## config.mk

```make
export PLATFORM = sky130hd
export DESIGN_NAME = ipr_port
export DESIGN_NICKNAME = d
export VERILOG_FILES = /design/src/hdl/ipr_pkg.sv /design/src/hdl/ipr_port.sv
export VERILOG_INCLUDE_DIRS = /design/src /design/src/hdl
export SDC_FILE = /design/constraint.sdc
export NUM_CORES = 1
export LEC_CHECK = 0
export BUFFER_PORTS_ARGS = -buffer_cell sky130_fd_sc_hd__clkbuf_2
export CORE_ASPECT_RATIO = 1.75
export CORE_UTILIZATION = 49
export CTS_CLUSTER_DIAMETER = 60
export CTS_CLUSTER_SIZE = 24
export DETAILED_ROUTE_END_ITERATION = 12
export PLACE_DENSITY = 0.84
export SLEW_MARGIN = 30
export SYNTH_ARGS = -nofsm -noshare
export SYNTH_HDL_FRONTEND = slang
export SYNTH_SLANG_ARGS = --single-unit
```

## constraint.sdc

```tcl
create_clock -name mclk -period 2.3 [get_ports mclk]
set_clock_uncertainty 0.2 [all_clocks]
set_input_delay 0.23 -clock mclk [delete_from_list [all_inputs] [get_ports mclk]]
set_output_delay 0.23 -clock mclk [all_outputs]
set_load 0.1 [all_outputs]
```

## src/hdl/ipr_map.svh

```systemverilog
`ifndef IPR_MAP_SVH
`define IPR_MAP_SVH

// =============================================
// bus addressing
`define IPR_DEV_ADDR 7'h30
`define IPR_RW_READ 1'b1

// =============================================
// frame layout, byte indices counted after the address byte
`define IPR_BYTE_BITS 4'h8
`define IPR_LAST_TX_BIT 4'h7
`define IPR_REGADDR_BYTES 3'h2
`define IPR_LAST_WR_BYTE 3'h5
`define IPR_LAST_RD_BYTE 3'h3

// =============================================
// timing
`define IPR_MCLK_KHZ 200000
`define IPR_SCL_MAX_KHZ 400
`define IPR_SCL_LOW_MIN_NS 1300
`define IPR_MCLK_PERIOD_NS 5
`define IPR_SYNC_LATENCY 3

`endif

```

## src/hdl/ipr_pkg.sv

```systemverilog
package ipr_pkg;

   // =============================================
   // port sequencer states
   typedef enum logic [2:0] {
      IPR_IDLE,
      IPR_ADDR,
      IPR_RX,
      IPR_ACK,
      IPR_WAIT,
      IPR_TX,
      IPR_TXACK
   } ipr_state_t;

   // =============================================
   // complete state of the port
   typedef struct packed {
      logic scl_s1;
      logic scl_s2;
      logic scl_d;
      logic sda_s1;
      logic sda_s2;
      logic sda_d;
      ipr_state_t st;
      logic [3:0] bitcnt;
      logic [7:0] shreg;
      logic [2:0] bytecnt;
      logic rd_next;
      logic mack;
      logic [15:0] reg_addr;
      logic [31:0] wdata;
      logic [31:0] rdata;
      logic wr_en;
      logic rd_req;
      logic sda_oe_n;
      logic scl_oe_n;
      logic drv_lvl;
   } ipr_regs_t;

endpackage : ipr_pkg

```

## src/hdl/ipr_port.sv

```systemverilog
`include "ipr_map.svh"

// Function
// - works with bus clock up to 400 kHz
// - write is seven bytes: address, regaddr, data
// - every byte followed by acknowledge slot
// - single byte transactions change nothing
// - answer only to address 0110000, plus direction
// - data sampled on rising clock edge
// - acknowledge address only when it matches
// - first register byte is bits 15:8, acked
// - second register byte is bits 7:0, acked
// - data bytes least significant first, MSB-first bits
// - next byte only after previous acknowledge
// - device transmits and may drive the clock
// - start is data falling while clock high
// - read returns four bytes, LSB first
module ipr_port #(
   parameter logic [6:0] DEV_ADDR = `IPR_DEV_ADDR
) (
   input wire logic mclk, // system clock, 200 MHz
   input wire logic reset, // synchronous, active high
   input wire logic scl_in, // bus clock pin level
   output logic scl_out, // bus clock drive level
   output logic scl_oe_n, // low while holding the clock low
   input wire logic sda_in, // bus data pin level
   output logic sda_out, // bus data drive level
   output logic sda_oe_n, // low while pulling data low
   output logic wr_en, // one-cycle register write strobe
   output logic [15:0] wr_addr, // register address of the write
   output logic [31:0] wr_data, // register data of the write
   output logic rd_req, // one-cycle register read request
   output logic [15:0] rd_addr, // register address of the read
   input wire logic [31:0] rd_data, // read data, taken with rd_valid
   input wire logic rd_valid // read data ready, same clock
);

   // =============================================
   // elaboration checks
   localparam int SCL_LOW_CYC = `IPR_SCL_LOW_MIN_NS / `IPR_MCLK_PERIOD_NS;
   localparam int SCL_MIN_CYC = `IPR_MCLK_KHZ / `IPR_SCL_MAX_KHZ;

   // synchroniser delay must stay well inside the shortest clock low phase
   if (SCL_LOW_CYC <= 2 * `IPR_SYNC_LATENCY || SCL_MIN_CYC <= SCL_LOW_CYC) begin : g_rate_chk
      $error("bus clock too fast for the sampling clock");
   end
   if (DEV_ADDR[6:3] == 4'h0 || DEV_ADDR[6:3] == 4'hf) begin : g_addr_chk
      $error("device address lies in a reserved range");
   end

   function automatic logic addr_hit(input logic [7:0] b);
      addr_hit = (b[7:1] == DEV_ADDR);
   endfunction : addr_hit

   ipr_pkg::ipr_regs_t r;
   ipr_pkg::ipr_regs_t next_r;

   // =============================================
   // bus events, from synchronised samples only
   logic scl_rise;
   logic scl_fall;
   logic start_det;
   logic stop_det;

   assign scl_rise = r.scl_s2 & ~r.scl_d;
   assign scl_fall = ~r.scl_s2 & r.scl_d;
   assign start_det = r.scl_s2 & r.scl_d & ~r.sda_s2 & r.sda_d;
   assign stop_det = r.scl_s2 & r.scl_d & r.sda_s2 & ~r.sda_d;

   // end of an eight-bit byte, for the checks below
   logic byte_done;
   assign byte_done = scl_fall && r.bitcnt == `IPR_BYTE_BITS && !start_det && !stop_det;

   // =============================================
   // sequencer
   always_comb begin
      next_r = r;
      next_r.scl_s1 = scl_in;
      next_r.scl_s2 = r.scl_s1;
      next_r.scl_d = r.scl_s2;
      next_r.sda_s1 = sda_in;
      next_r.sda_s2 = r.sda_s1;
      next_r.sda_d = r.sda_s2;
      next_r.wr_en = 1'b0;
      next_r.rd_req = 1'b0;
      next_r.drv_lvl = 1'b0;
      if (stop_det) begin
         // unfinished writes die here
         next_r.st = ipr_pkg::IPR_IDLE;
         next_r.sda_oe_n = 1'b1;
         next_r.scl_oe_n = 1'b1;
      end else if (start_det) begin
         // repeated start keeps the register address
         next_r.st = ipr_pkg::IPR_ADDR;
         next_r.bitcnt = '0;
         next_r.bytecnt = '0;
         next_r.sda_oe_n = 1'b1;
         next_r.scl_oe_n = 1'b1;
      end else begin
         case (r.st)
            ipr_pkg::IPR_ADDR, ipr_pkg::IPR_RX: begin
               if (scl_rise && r.bitcnt != `IPR_BYTE_BITS) begin
                  next_r.shreg = {r.shreg[6:0], r.sda_s2};
                  next_r.bitcnt = r.bitcnt + 4'h1;
               end else if (scl_fall && r.bitcnt == `IPR_BYTE_BITS) begin
                  next_r.bitcnt = '0;
                  next_r.rd_next = 1'b0;
                  if (r.st == ipr_pkg::IPR_ADDR) begin
                     if (addr_hit(r.shreg)) begin
                        next_r.rd_next = (r.shreg[0] == `IPR_RW_READ);
                        next_r.sda_oe_n = 1'b0;
                        next_r.st = ipr_pkg::IPR_ACK;
                     end else begin
                        next_r.st = ipr_pkg::IPR_IDLE;
                     end
                  end else if (r.bytecnt < `IPR_REGADDR_BYTES) begin
                     next_r.reg_addr = {r.reg_addr[7:0], r.shreg};
                     next_r.bytecnt = r.bytecnt + 3'h1;
                     next_r.sda_oe_n = 1'b0;
                     next_r.st = ipr_pkg::IPR_ACK;
                  end else if (r.bytecnt <= `IPR_LAST_WR_BYTE) begin
                     // low byte arrives first and ends up in bits 7:0
                     next_r.wdata = {r.shreg, r.wdata[31:8]};
                     next_r.bytecnt = r.bytecnt + 3'h1;
                     next_r.wr_en = (r.bytecnt == `IPR_LAST_WR_BYTE);
                     next_r.sda_oe_n = 1'b0;
                     next_r.st = ipr_pkg::IPR_ACK;
                  end else begin
                     // bytes past the seventh are not acknowledged
                     next_r.st = ipr_pkg::IPR_IDLE;
                  end
               end
            end
            ipr_pkg::IPR_ACK: begin
               if (scl_fall) begin
                  next_r.sda_oe_n = 1'b1;
                  if (r.rd_next) begin
                     // hold the clock low until the register data is in hand
                     next_r.scl_oe_n = 1'b0;
                     next_r.rd_req = 1'b1;
                     next_r.st = ipr_pkg::IPR_WAIT;
                  end else begin
                     next_r.st = ipr_pkg::IPR_RX;
                  end
               end
            end
            ipr_pkg::IPR_WAIT: begin
               if (rd_valid) begin
                  next_r.shreg = rd_data[7:0];
                  next_r.rdata = {8'h00, rd_data[31:8]};
                  next_r.bytecnt = '0;
                  next_r.bitcnt = '0;
                  next_r.sda_oe_n = rd_data[7];
                  next_r.scl_oe_n = 1'b1;
                  next_r.st = ipr_pkg::IPR_TX;
               end
            end
            ipr_pkg::IPR_TX: begin
               if (scl_fall) begin
                  next_r.bitcnt = r.bitcnt + 4'h1;
                  if (r.bitcnt == `IPR_LAST_TX_BIT) begin
                     next_r.sda_oe_n = 1'b1;
                     next_r.st = ipr_pkg::IPR_TXACK;
                  end else begin
                     next_r.shreg = {r.shreg[6:0], 1'b0};
                     next_r.sda_oe_n = r.shreg[6];
                  end
               end
            end
            ipr_pkg::IPR_TXACK: begin
               if (scl_rise) begin
                  next_r.mack = ~r.sda_s2;
               end else if (scl_fall) begin
                  // a missing acknowledge ends our part of the read
                  if (r.mack && r.bytecnt != `IPR_LAST_RD_BYTE) begin
                     next_r.bytecnt = r.bytecnt + 3'h1;
                     next_r.shreg = r.rdata[7:0];
                     next_r.rdata = {8'h00, r.rdata[31:8]};
                     next_r.sda_oe_n = r.rdata[7];
                     next_r.bitcnt = '0;
                     next_r.st = ipr_pkg::IPR_TX;
                  end else begin
                     next_r.st = ipr_pkg::IPR_IDLE;
                  end
               end
            end
            default: begin
               next_r.sda_oe_n = 1'b1;
               next_r.scl_oe_n = 1'b1;
            end
         endcase
      end
   end

   always_ff @(posedge mclk) begin
      if (reset) begin
         r <= '0;
         // sync stages start at the idle bus level, so reset leaves no false edge
         r.scl_s1 <= 1'b1;
         r.scl_s2 <= 1'b1;
         r.scl_d <= 1'b1;
         r.sda_s1 <= 1'b1;
         r.sda_s2 <= 1'b1;
         r.sda_d <= 1'b1;
         r.sda_oe_n <= 1'b1;
         r.scl_oe_n <= 1'b1;
      end else begin
         r <= next_r;
      end
   end

   // =============================================
   // outputs
   assign scl_out = r.drv_lvl;
   assign sda_out = r.drv_lvl;
   assign scl_oe_n = r.scl_oe_n;
   assign sda_oe_n = r.sda_oe_n;
   assign wr_en = r.wr_en;
   assign wr_addr = r.reg_addr;
   assign wr_data = r.wdata;
   assign rd_req = r.rd_req;
   assign rd_addr = r.reg_addr;
endmodule : ipr_port

```

# Word-level counts from Yosys, hierarchy flattened

Cells that the tools add are included.
W data, S select, Z words.

Register bits: 111
Bits in latches: 0
Bits in writable memories: 0
Bits in read-only memories: 0
Input port bits: 37
Output and inout bits: 70
Logic and storage cells: 164
Memories kept: 0

Add/sub/neg operators: 2
$mul: 0
Div/mod/pow operators: 0
Order comparisons: 2
Equal/unequal tests: 38
Shift operators: 0
Mux-type cells: 52
Bitwise gates (word level): 22
Reduce and logical (&&, ||, !) cells: 27

Operators with widths:

| cell                 | count |
|---|---|
| $mux W32             | 4 |
| $pmux W32 S2         | 1 |
| $mux W18             | 3 |
| $pmux W12 S4         | 1 |
| $mux W3              | 12 |
| $ne A3 B3 Y1 const B | 11 |
| $mux W15             | 2 |
| $reduce_and A10 Y1   | 3 |
| $ne A2 B2 Y1 const B | 12 |
| $reduce_and A9 Y1    | 2 |
| $mux W8              | 2 |
| $ne A4 B4 Y1 const B | 4 |
| $reduce_and A8 Y1    | 2 |
| $mux W1              | 15 |
| $not A1 Y1           | 15 |
| $pmux W3 S5          | 1 |
| $reduce_and A7 Y1    | 2 |
| $eq A3 B3 Y1 const B | 4 |
| $mux W4              | 3 |
| $reduce_bool A5 Y1   | 2 |
| $pmux W3 S3          | 1 |
| $reduce_or A9 Y1     | 1 |
| $reduce_and A4 Y1    | 2 |
| $reduce_bool A4 Y1   | 2 |
| 24 further kinds     | 36 |

# Logic depth before layout (Yosys ltp)

Gate-level depths: netlist (run 1).

Word-level depth: 8
Gate-level depth with buffers: 11
Depth with buffers taken out: 8

# Worst setup path before layout (run 1)

Ideal clock, no wire load.

Kind: register to register
From: register r[98] (netlist name)
To: register r (netlist bit rd_addr[10])
Library setup time: 0.128 ns
Arrival time: 2.179 ns
Required time: 1.972 ns
Setup slack: -0.206 ns
Stages on the path, launching flop included: 11
Buffers on the path: 2
Clock period less this slack: 2.506 ns
Path through: dfxtp_1 inv_1 ha_1 and3b_1 buf_6 nand2_2 or3_4 nor4_4 buf_6 mux2i_1 nor2_1

Word-level cells in the longest chain between the ends: 4
Elaborated cells on any way between the ends: 6
Those cells by class: eq/ne: 2; bitwise: 1; reduce/logical: 3

Ends and longest elaborated chain:

| item                            | RTL line        | text |
|---|---|---|
| start, declared                 | ipr_port.sv:55  | `ipr_pkg::ipr_regs_t r;` |
| start signal, assigned          | ipr_port.sv:208 | `r <= next_r;` |
| $ne A4 B4 Y1 (no line)          | --              |  |
| $logic_and A1 B1 Y1 (no line)   | --              |  |
| $not A1 Y1 (no line)            | --              |  |
| $reduce_and A7 Y1 (no line) (*) | --              |  |

Every way passes the cells marked *; elsewhere a longest branch is shown, timed or not.
A chain may end at the register's enable or synchronous reset.

# Final worst setup path (run 1)

From: register r[99] (netlist name)
To: register r (netlist bit rd_addr[0])

Same word-level chain as after synthesis.

==> flow_summary.toml, run 1 <==
[timing]
final_hold_viol_count = 0
rsz0062_at_grt = "yes"
post-route-min-period_ns = 2.272
tightest_slew_ns = 0.5802
max-slew-margin-rel_pct = 61.32
tns_ns = 0
setup-violations-final = 0
maxSlewViolCount = 0
period_share_pct = 98.77
max_freq_ghz = 0.4402
whs_ns = 0.008655

[cts]
clkTransAtPathRegs_ns = 0.07
cts_buffers = 9
cts_tree = "yes"
cts_sinks = 102
clk_path_buf_depth = 2
cts_root_buf = "clkbuf_16"
insertion_delay_ns = 0.34
htreeDepth = 3

[flow_run]
cap_violations = 0

[floorplan]
die_h_um = 136.5
io_pins = 107
initial_utilization_pct = 50.80
dieArea_um2 = 10760
fp.dieW_um = 78.86
rows = 48
core_area_um2 = 9970

[power]
vdd_ir_drop_max_mv = 0.4473
powerDensity_nw_per_um2 = 568.4
p_leak_nw = 2.505
power_w = 0.003407

[placed_design]
port_buffers = 104
dpl.cell_count = 769
hpwl_um = 8803
globalplace.congestion = 0.8953
placed_cell_area_um2 = 5429

[final_layout]
layout.nets = 714
multiInputGateArea_um2 = 2464
drive_gt1_share_pct = 29.73
layout_common_cells = "clkbuf_2 (103), dfxtp_1 (98), nand2_1 (94)"
fill_cells = 926
diodes = 0
final_area_um2 = 5995
syn2layout_area_growth_pct = 18.35
fin_cells = 801
final_common_cell = "clkbuf_2"
ff_latch_area_um2 = 2047

[yosys]
ys_async_sr_fraction_pct = 0
synth-main-ff-cell = "dfxtp_1"
synthTopCellsByArea = "dfxtp_1 (40%), buf_4 (9.9%), mux2i_1 (9.5%)"
yosys_warnings = 0
ys_ff_latch = 102
post_synth_inst_count = 609
syn_area_um2 = 5065
synth-edff-count = 0
synth_area_per_cell_um2 = 8.317
synthDistinctLibCells = 57
synth_top_area_share_pct = 40.32
synth_seq_area_share_pct = 40.32
synth_top_area_cell = "dfxtp_1"

[setup_path]
r2r_slack_ns = 0.03
critical_path_arrival_ns = 2.28
crit_path_start_kind = "flop"
required_ns = 2.31
worstPathCellList = "inv_2, ha_4, and3b_2, nand2_2, or3_4, nor4_4, buf_4, buf_12, mux2i_4, nor2_1"
slowest_delay_ns = 0.37
slowest_stage = "or3_4"
crit_type = "flop to flop"
path_max_fanout = 8
end_kind = "flop"

[route]
drc = 0
dr_total_vias = 4316
dr.pass1.iters = 4
drtAntennaViolNets = 0
post_drt_via_cell_ratio = 5.388
wl_um = 12150
routedWlPerCell_um = 15.17
drtIter0Drc = 260

[global_routing]
grt_max_degree = 59
grt_pass1_wl_um = 19400
grt_pass1_vias = 4124
antenna_found_initial = 0
grtUsageTotal_pct = 22.95
overflow = 0

[worst_hold_path]
hp-class = "input port to flop"

[status]
status = "complete, no violations"
[cell families (layout without fill, tap and decap cells)]
group,Yosys count,in the layout,synth area share (%)
simple gates,222,222,20.04
xor+xnor,2,2,0.3459
flops,102,102,40.32
fa+ha+maj,5,5,1.235
buf+inv,113,178,13.78
mux,52,52,10.38
compound gates,112,113,13.83
other cells,1,2,0.07404
[metrics by stage]
step,utilization (%),setup slack [ns]
after floorplan,-,-0.05356
after global placement,54.46,-0.07225
after detailed placement,54.46,-0.1242
after CTS,58.57,-0.01177
after global routing,60.13,-0.09980
final,60.13,0.02819
[flip-flops by register name, summed over array words and instances, names as in the netlist]
register and cells:
r 46, rd_req 1, sda_oe_n 1, scl_oe_n 1
wr_en 1, wr_data 32, next_r 4, rd_addr 16
[final cells by class]
class / count / share of cell area (%)
inverter: 7 / 0.4383
timing repair buffer: 156 / 16.99
tap: 125 / 2.609
clock buffer: 10 / 3.987
clock inverter: 5 / 0.7305
multi-input combinational: 396 / 41.10
sequential: 102 / 34.15
[per-layer routing]
layer	GRT usage (%)	routed length (µm)	vias up
li1	-	-	2136
met3	3.600	424	27
met2	42.85	6693	111
met1	23.93	4645	2042
met4	12.93	388	0
met5	0	0	-
[cell usage after synthesis (all sizes together), types with 2 or more instances]
| cell type | n |
|---|---|
| nand2b | 6 |
| nand2 | 95 |
| or3 | 2 |
| and4b | 2 |
| mux2i | 48 |
| a31oi | 4 |
| nand3 | 8 |
| nor4bb | 2 |
| nor2b | 4 |
| xor2 | 2 |
| mux2 | 4 |
| ha | 5 |
| dfxtp | 102 |
| a21oi | 45 |
| and3 | 3 |
| nor2 | 68 |
| buf | 77 |
| nor4 | 3 |
| or2 | 8 |
| nand3b | 4 |
| a22oi | 8 |
| inv | 6 |
| and3b | 2 |
| a21o | 3 |
| a31o | 2 |
| a311oi | 2 |
| a211oi | 20 |
| nor3 | 9 |
| o21ai | 17 |
| clkbuf | 29 |
[what timing repair did]
| item | 4_1_cts | 5_1_grt |
|---|---|---|
| buffers inserted | 0 | 5 |
| pin swaps | 1 | 3 |
| setup endpoints to repair | 13 | 73 |
| hold buffers | 10 | 0 |
| cloned | 0 | 2 |
| resized for setup | 6 | 17 |
| endpoints found under the hold margin | 10 | 0 |
[critical path: cells and delay by family, from the launching register on]
family | cells | cell delay [ns]
flip-flops | 1 | 0.33
multiplexers | 1 | 0.22
adder cells (fa/ha/maj) | 1 | 0.12
AND/OR/NAND/NOR | 5 | 0.85
buffers and inverters | 3 | 0.40
[where the power goes]
| part | switching, W | internal [W] | leakage, nW | total [W] |
|---|---|---|---|---|
| sequential | 0.00000493 | 0.00177 | 0.824 | 0.00178 |
| clock | 0.000671 | 0.000770 | 0.133 | 0.00144 |
| combinational | 0.000111 | 0.0000784 | 1.55 | 0.000189 |
| total | 0.000787 | 0.00262 | 2.51 | 0.00341 |
[final timing paths]
check                         start                 endpoint  cells past startpoint
max              r[99]$_SDFFE_PP0P_  rd_addr[0]$_SDFFE_PP0P_                     10
min                     rd_data[11]        r[8]$_SDFFE_PP0P_                      3
max reg2reg      r[99]$_SDFFE_PP0P_  rd_addr[0]$_SDFFE_PP0P_                     10
min reg2reg  next_r[109]$_SDFF_PP1_   next_r[108]$_SDFF_PP1_                      1
Power figures use the tool's default switching activity.
==> run 2, diff against run 1 <==
--- a/config.mk
+++ b/config.mk
@@ -6,13 +6,14 @@
 export SDC_FILE = /design/constraint.sdc
 export NUM_CORES = 1
 export LEC_CHECK = 0
-export BUFFER_PORTS_ARGS = -buffer_cell sky130_fd_sc_hd__clkbuf_2
+export ABC_AREA = 1
+export BUFFER_PORTS_ARGS = -buffer_cell sky130_fd_sc_hd__buf_2
 export CORE_ASPECT_RATIO = 1.75
-export CORE_UTILIZATION = 49
+export CORE_UTILIZATION = 50
 export CTS_CLUSTER_DIAMETER = 60
 export CTS_CLUSTER_SIZE = 24
 export DETAILED_ROUTE_END_ITERATION = 12
-export PLACE_DENSITY = 0.84
+export PLACE_DENSITY = 0.81
 export SLEW_MARGIN = 30
 export SYNTH_ARGS = -nofsm -noshare
 export SYNTH_HDL_FRONTEND = slang
==> constraint.sdc (replaced) <==
create_clock -name mclk -period 2.9 [get_ports mclk]
set_clock_uncertainty 0.2 [all_clocks]
set_input_delay 0.29 -clock mclk [delete_from_list [all_inputs] [get_ports mclk]]
set_output_delay 0.29 -clock mclk [all_outputs]
set_load 0.1 [all_outputs]
==> run 2 against run 1 <==
Net effect: area after synthesis grew 6.8%; critical path depth fell by 3; critical path type unchanged; via count is 6.5% higher; combinational power increased to 6.8 times the previous value; cell area fell by 3.7%; critical endpoint is now r[16]$_SDFFE_PP0P_; first-iteration DRC count decreased by 29%; fmax down 5.7%.
==> flow_summary.toml, run 2 <==
[cts]
cts_tree = "yes"
cts_buffers = 9
htreeDepth = 3
cts_resized = 0
insertion_delay_ns = 0.34
cts_root_buf = "clkbuf_16"
cts_sinks = 102
clk_path_buf_depth = 2
cts_setup_buffers = 0
clkTransAtPathRegs_ns = 0.06

[route]
dr.pass1.iters = 4
drc = 0
drtAntennaViolNets = 0
drtIter0Drc = 185
routedWlPerCell_um = 12.86
met2_length_um = 5924
wl_um = 11660
post_drt_via_cell_ratio = 5.069
dr_total_vias = 4598
topRoutingLayerUsed = "met4"
wl_met1_um = 4742
wl_met3_um = 498

[placed_design]
dpl.cell_count = 882
hpwl_um = 8339
globalplace.congestion = 1.013
port_buffers = 104
place_ws_ns = 0.5304

[global_routing]
grt_pass1_vias = 4251
grt_max_degree = 50
grtUsageTotal_pct = 22.07
overflow = 0
grt_pass1_wl_um = 19420
antenna_found_initial = 0

[floorplan]
core_area_um2 = 10420
initial_utilization_pct = 51.88
fp.dieW_um = 80.62
io_pins = 107
dieArea_um2 = 11250
die_h_um = 139.6
rows = 49

[timing]
tightest_slew_ns = 0.6623
maxSlewViolCount = 0
max-slew-margin-rel_pct = 55.78
rsz0062_at_grt = "no"
final_hold_viol_count = 0
setup-violations-final = 0
max_freq_ghz = 0.4151
tns_ns = 0
final.setup.worst_slack_ns = 0.4907
post-route-min-period_ns = 2.409
period_share_pct = 83.08
whs_ns = 0.09829

[final_layout]
syn2layout_area_growth_pct = 6.802
multiInputGateArea_um2 = 2391
final_common_cell = "nand2_1"
layout.nets = 818
fill_cells = 1019
ff_latch_area_um2 = 2042
layout_common_cells = "nand2_1 (127), nor2_1 (108), buf_2 (104)"
largest_register_ff_count = 46
top_register = "r"
diodes = 0
drive_gt1_share_pct = 23.08
fin_cells = 907

[setup_path]
end_kind = "flop"
required_ns = 2.97
r2r_slack_ns = 0.49
crit_type = "flop to flop"
crit_start = "r[104]$_SDFFE_PP0P_"
crit_end = "r[16]$_SDFFE_PP0P_"
path_max_fanout = 40
critical_path_arrival_ns = 2.48
ff2ff_path_depth = 7
r2r_end = "r[16]$_SDFFE_PP0P_"
crit_path_start_kind = "flop"
reg2reg_from = "r[104]$_SDFFE_PP0P_"

[yosys]
synth-edff-count = 0
synth_top_area_cell = "dfxtp_1"
ys_ff_latch = 102
yosysMostFrequentCell = "nand2_1"
syn_area_um2 = 5408
synthTopCellsByArea = "dfxtp_1 (38%), buf_4 (9.6%), nand2_1 (8.8%)"
synth_top_area_share_pct = 37.76
synthTopCellsByCount = "nand2_1 (127), nor2_1 (108), dfxtp_1 (102), buf_4 (69), inv_1 (61)"
synthDistinctLibCells = 42
synth_area_per_cell_um2 = 7.268
synth_seq_area_share_pct = 37.76
post_synth_inst_count = 744
yosys_warnings = 0
synth-main-ff-cell = "dfxtp_1"
ys_async_sr_fraction_pct = 0

[worst_hold_path]
hp-class = "input port to flop"

[power]
p_leak_nw = 2.660
powerDensity_nw_per_um2 = 701.1
clockPowerShare_pct = 26.7
pwr-share-comb_pct = 31.9
swShare_pct = 37.43
seqPwrFrac_pct = 41.4
p_switching_w = 0.001516
p_int_w = 0.002533
vdd_ir_drop_max_mv = 0.4026

[status]
status = "complete, no violations"

[flow_run]
cap_violations = 0
run 2: cell count changes in the layout (fill, tap and decap cells not counted), moves of 33 or more:
cell      before  now
mux2i_1       47    0
nor2_1        68  108
nor3_1         6   44
clkbuf_2     103    0
nand2_1       94  127
buf_2          0  104
inv_1          4   61
run 2: kinds of logic (layout without fill, tap and decap cells):
kind of cell               Yosys count  in the layout  synth area share, %
and+or+nand+nor                    355            355                31.56
buffers and inverters              168            203                18.09
AOI/OAI and AO/OA                  111            111                11.04
DFF                                102            102                37.76
adders and majority gates            5              5                1.157
xor gates and xnor gates             2              2               0.3240
other                                1              2              0.06935
run 2: final cells by class:
cell class / instances / share of cell area [%]
inverters: 67 / 4.398
repair buffers: 121 / 11.66
clock buffers: 11 / 4.029
clock inverters: 4 / 0.4116
multi-input cells: 475 / 41.40
flip-flops and latches: 102 / 35.36
well taps: 127 / 2.751
run 2: stage by stage:
step                total power (W)  instance area (µm²)  util (%)
finish                     0.004049                 5776     55.41
global route               0.004339                 5776     55.41
CTS                        0.004079                 5776     55.41
detailed placement         0.002987                 5419     51.99
global placement           0.002967                 5419     51.99
floorplan                  0.002756                 5411         -
run 2: repair_timing:
action | in CTS | in global routing
hold buffers | 10 | 0
setup endpoints to repair | 0 | 0
hold endpoints to repair | 10 | 0
run 2: worst max-delay path, cell delays in order (launching register included):
cell,delay [ns]
dfxtp_1,0.50
nand2_2,0.24
nor2_2,0.45
nand2_1,0.19
nand4_1,0.13
buf_4,0.33
o21ai_0,0.13
a21oi_1,0.16
run 2: worst min-delay path by stage:
stage / startpoint / endpoint / slack (ns) / cells after the start
6_report: rd_data[2] / r[92]$_SDFFE_PP0P_ / 0.1 / 5
5_1_grt: rd_data[4] / r[94]$_SDFFE_PP0P_ / 0.14 / 5
4_1_cts: rd_data[4] / r[94]$_SDFFE_PP0P_ / 0.09 / 5
3_5_place_dp: next_r[106]$_SDFF_PP1_ / next_r[105]$_SDFF_PP1_ / 0.20 / 1
3_3_place_gp: next_r[106]$_SDFF_PP1_ / next_r[105]$_SDFF_PP1_ / 0.19 / 1
2_1_floorplan: next_r[106]$_SDFF_PP1_ / next_r[105]$_SDFF_PP1_ / 0.19 / 1
run 2: layer usage:
metal	vias up	global-route usage [%]
li1	2389	-
met1	2033	24.44
met2	144	37.82
met3	32	3.082
met4	0	15.04
met5	-	0
run 2: power by group through the flow:
| stage | Combinational [W] | Sequential (W) | Clock [W] |
|---|---|---|---|
| after floorplan | 0.00107 | 0.00169 | 0 |
| after global placement | 0.00126 | 0.00170 | 0 |
| after detailed placement | 0.00128 | 0.00171 | 0 |
| after CTS | 0.00129 | 0.00168 | 0.00111 |
| after global routing | 0.00148 | 0.00169 | 0.00117 |
| final | 0.00129 | 0.00168 | 0.00108 |
==> run 3, diff against run 2 <==
--- a/config.mk
+++ b/config.mk
@@ -6,14 +6,14 @@
 export SDC_FILE = /design/constraint.sdc
 export NUM_CORES = 1
 export LEC_CHECK = 0
-export ABC_AREA = 1
+export ABC_AREA = 0
 export BUFFER_PORTS_ARGS = -buffer_cell sky130_fd_sc_hd__buf_2
 export CORE_ASPECT_RATIO = 1.75
-export CORE_UTILIZATION = 50
+export CORE_UTILIZATION = 49
 export CTS_CLUSTER_DIAMETER = 60
 export CTS_CLUSTER_SIZE = 24
 export DETAILED_ROUTE_END_ITERATION = 12
-export PLACE_DENSITY = 0.81
+export PLACE_DENSITY = 0.84
 export SLEW_MARGIN = 30
 export SYNTH_ARGS = -nofsm -noshare
 export SYNTH_HDL_FRONTEND = slang
==> constraint.sdc (replaced) <==
create_clock -name mclk -period 1.95 [get_ports mclk]
set_clock_uncertainty 0.2 [all_clocks]
set_input_delay 0.195 -clock mclk [delete_from_list [all_inputs] [get_ports mclk]]
set_output_delay 0.195 -clock mclk [all_outputs]
set_load 0.1 [all_outputs]
==> run 3 against run 2 <==
Net effect: the flow now finishes with violations (setup timing); power increased by 8.8%; sequential share of layout area decreased by 6.2 points; non-clock buffer count increased by 96; final cell count decreased by 5.2%; flip-flop and latch count unchanged; cell area increased by 22%; critical endpoint is now wr_data[7]$_SDFFE_PP0P_; fmax increased by 4.3%; first-iteration DRC count decreased by 2.7%.
==> flow_summary.toml, run 3 (same netlist as run 1, synthesis figures left out) <==
[status]
status = "finished with violations"
violations = "setup timing"

[route]
dr_total_vias = 4691
drtAntennaViolNets = 0
post_drt_via_cell_ratio = 5.455
wl_um = 14850
dr.pass1.iters = 4
drtIter0Drc = 180
routedWlPerCell_um = 17.27
drc = 0

[placed_design]
port_buffers = 104
place_ws_ns = -0.3442
dpl.cell_count = 809
globalplace.congestion = 0.8924
hpwl_um = 9812

[final_layout]
diodes = 0
drive_gt1_share_pct = 42.99
final_core_util_pct = 70.67
fin_cells = 860
final_common_cell = "buf_2"
largest_register_ff_count = 46
layout_common_cells = "buf_2 (104), dfxtp_1 (96), buf_4 (72)"
layout.nets = 774
syn2layout_area_growth_pct = 39.11
top_register = "r"

[power]
p_int_w = 0.003470
p_leak_nw = 3.036
swShare_pct = 21.25
vdd_ir_drop_max_mv = 0.4708
clockPowerShare_pct = 46.1
pwr-share-comb_pct = 6.4
power_w = 0.004406
powerDensity_nw_per_um2 = 625.4
seqPwrFrac_pct = 47.5
p_switching_w = 0.0009363

[setup_path]
worstPathCellList = "inv_2, ha_4, and3b_2, nand2_2, or3_4, or3_4, clkbuf_16, nand2_2, a21oi_1"
slowest_stage = "or3_4"
critPathBufInv = 2
end_kind = "flop"
slowest_delay_ns = 0.42
critPathTopFamily = "simple AND/OR/NAND/NOR gates"
critical_path_arrival_ns = 2.32
path_max_fanout = 8
required_ns = 1.96
crit_path_start_kind = "flop"
crit_type = "flop to flop"

[global_routing]
antenna_found_initial = 0
grtUsageTotal_pct = 26.84
overflow = 0
grt_pass1_wl_um = 22230
grt_pass1_vias = 4651
grt_max_degree = 82

[floorplan]
dieArea_um2 = 10760
initial_utilization_pct = 50.80
fp.dieW_um = 78.86
rows = 48
core_area_um2 = 9970
die_h_um = 136.5
io_pins = 107

[timing]
period_share_pct = 118.4
post-route-min-period_ns = 2.310
max_freq_ghz = 0.4330
whs_ns = 0.008041
final_hold_viol_count = 0
setup-violations-final = 85
maxSlewViolCount = 0
final.setup.worst_slack_ns = -0.3596
rsz0062_at_grt = "yes"

[cts]
cts_root_buf = "clkbuf_16"
clkTransAtPathRegs_ns = 0.07
insertion_delay_ns = 0.35
clk_path_buf_depth = 2
cts_buffers = 9
htreeDepth = 3
cts_tree = "yes"
cts_sinks = 102

[flow_run]
cap_violations = 0

[worst_hold_path]
hp-class = "input port to flop"
==> run 3: cell types whose count changed in the layout (fill, tap and decap cells not counted), sizes merged, moves of 5 or more <==
cell	previous run	this run
buf	111	193
inv	68	7
nand3	24	8
dlygate4sd3	10	19
nand2b	0	6
nor3	64	9
a211oi	5	20
nand2	138	95
a22oi	0	8
mux2i	0	48
o21ai	48	17
a221oi	5	0
nor2	115	68
==> run 3: power by group through the flow <==
stage | logic [W] | clock network (W) | registers (W)
6_report | 0.000282 | 0.00203 | 0.00209
5_1_grt | 0.000300 | 0.00215 | 0.00209
4_1_cts | 0.000269 | 0.00206 | 0.00209
3_5_place_dp | 0.000225 | 0 | 0.00214
3_3_place_gp | 0.000221 | 0 | 0.00214
2_1_floorplan | 0.000121 | 0 | 0.00214
==> run 3: path summary, 6_finish.rpt <==
kind,from,to,slack [ns],cells after the start
setup / recovery,r[98]$_SDFFE_PP0P_,wr_data[7]$_SDFFE_PP0P_,-0.36,9
hold / removal,rd_data[19],r[16]$_SDFFE_PP0P_,0.008,3
setup reg to reg,r[98]$_SDFFE_PP0P_,wr_data[7]$_SDFFE_PP0P_,-0.36,9
hold reg to reg,next_r[109]$_SDFF_PP1_,next_r[108]$_SDFF_PP1_,0.21,1
==> run 3: repair_timing <==
item | CTS | global route
endpoints found under the hold margin | 19 | 0
resized for setup | 44 | 69
gates cloned | 1 | 5
buffers inserted | 6 | 7
hold buffers | 19 | 0
setup endpoints to repair | 93 | 94
pin swaps | 24 | 12
==> run 3: per-layer routing <==
metal	vias up	global-route usage (%)	part of all wire (%)
li1	2245	-	-
met2	146	52.85	57
met5	-	0	0
met3	46	4.133	3.9
met4	0	13.84	4.4
met1	2254	26.19	35
==> run 3: stage by stage <==
stage / TNS, ns / instance area (µm²)
final: -18.21 / 7046
after global routing: -24.65 / 7046
after CTS: -14.15 / 6620
after detailed placement: -20.63 / 5826
after global placement: -15.43 / 5826
after floorplan: -14.67 / 5195
==> run 3: layout make-up <==
cell class | instances | area (µm²)
Clock inverter | 5 | 108.9
Fill cell | 751 | 2924
Sequential cell | 102 | 2052
Multi-Input combinational cell | 395 | 2808
Tap cell | 125 | 156.4
Inverter | 7 | 28.78
Timing Repair Buffer | 217 | 1667
Clock buffer | 9 | 225.2
==> run 3: worst reg2reg max path, stage by stage (launching register included) <==
cell and delay (ns):
dfxtp_2 0.33, inv_2 0.07, ha_4 0.12, and3b_2 0.22, nand2_2 0.08, or3_4 0.38, or3_4 0.42, clkbuf_16 0.21
nand2_2 0.06, a21oi_1 0.09
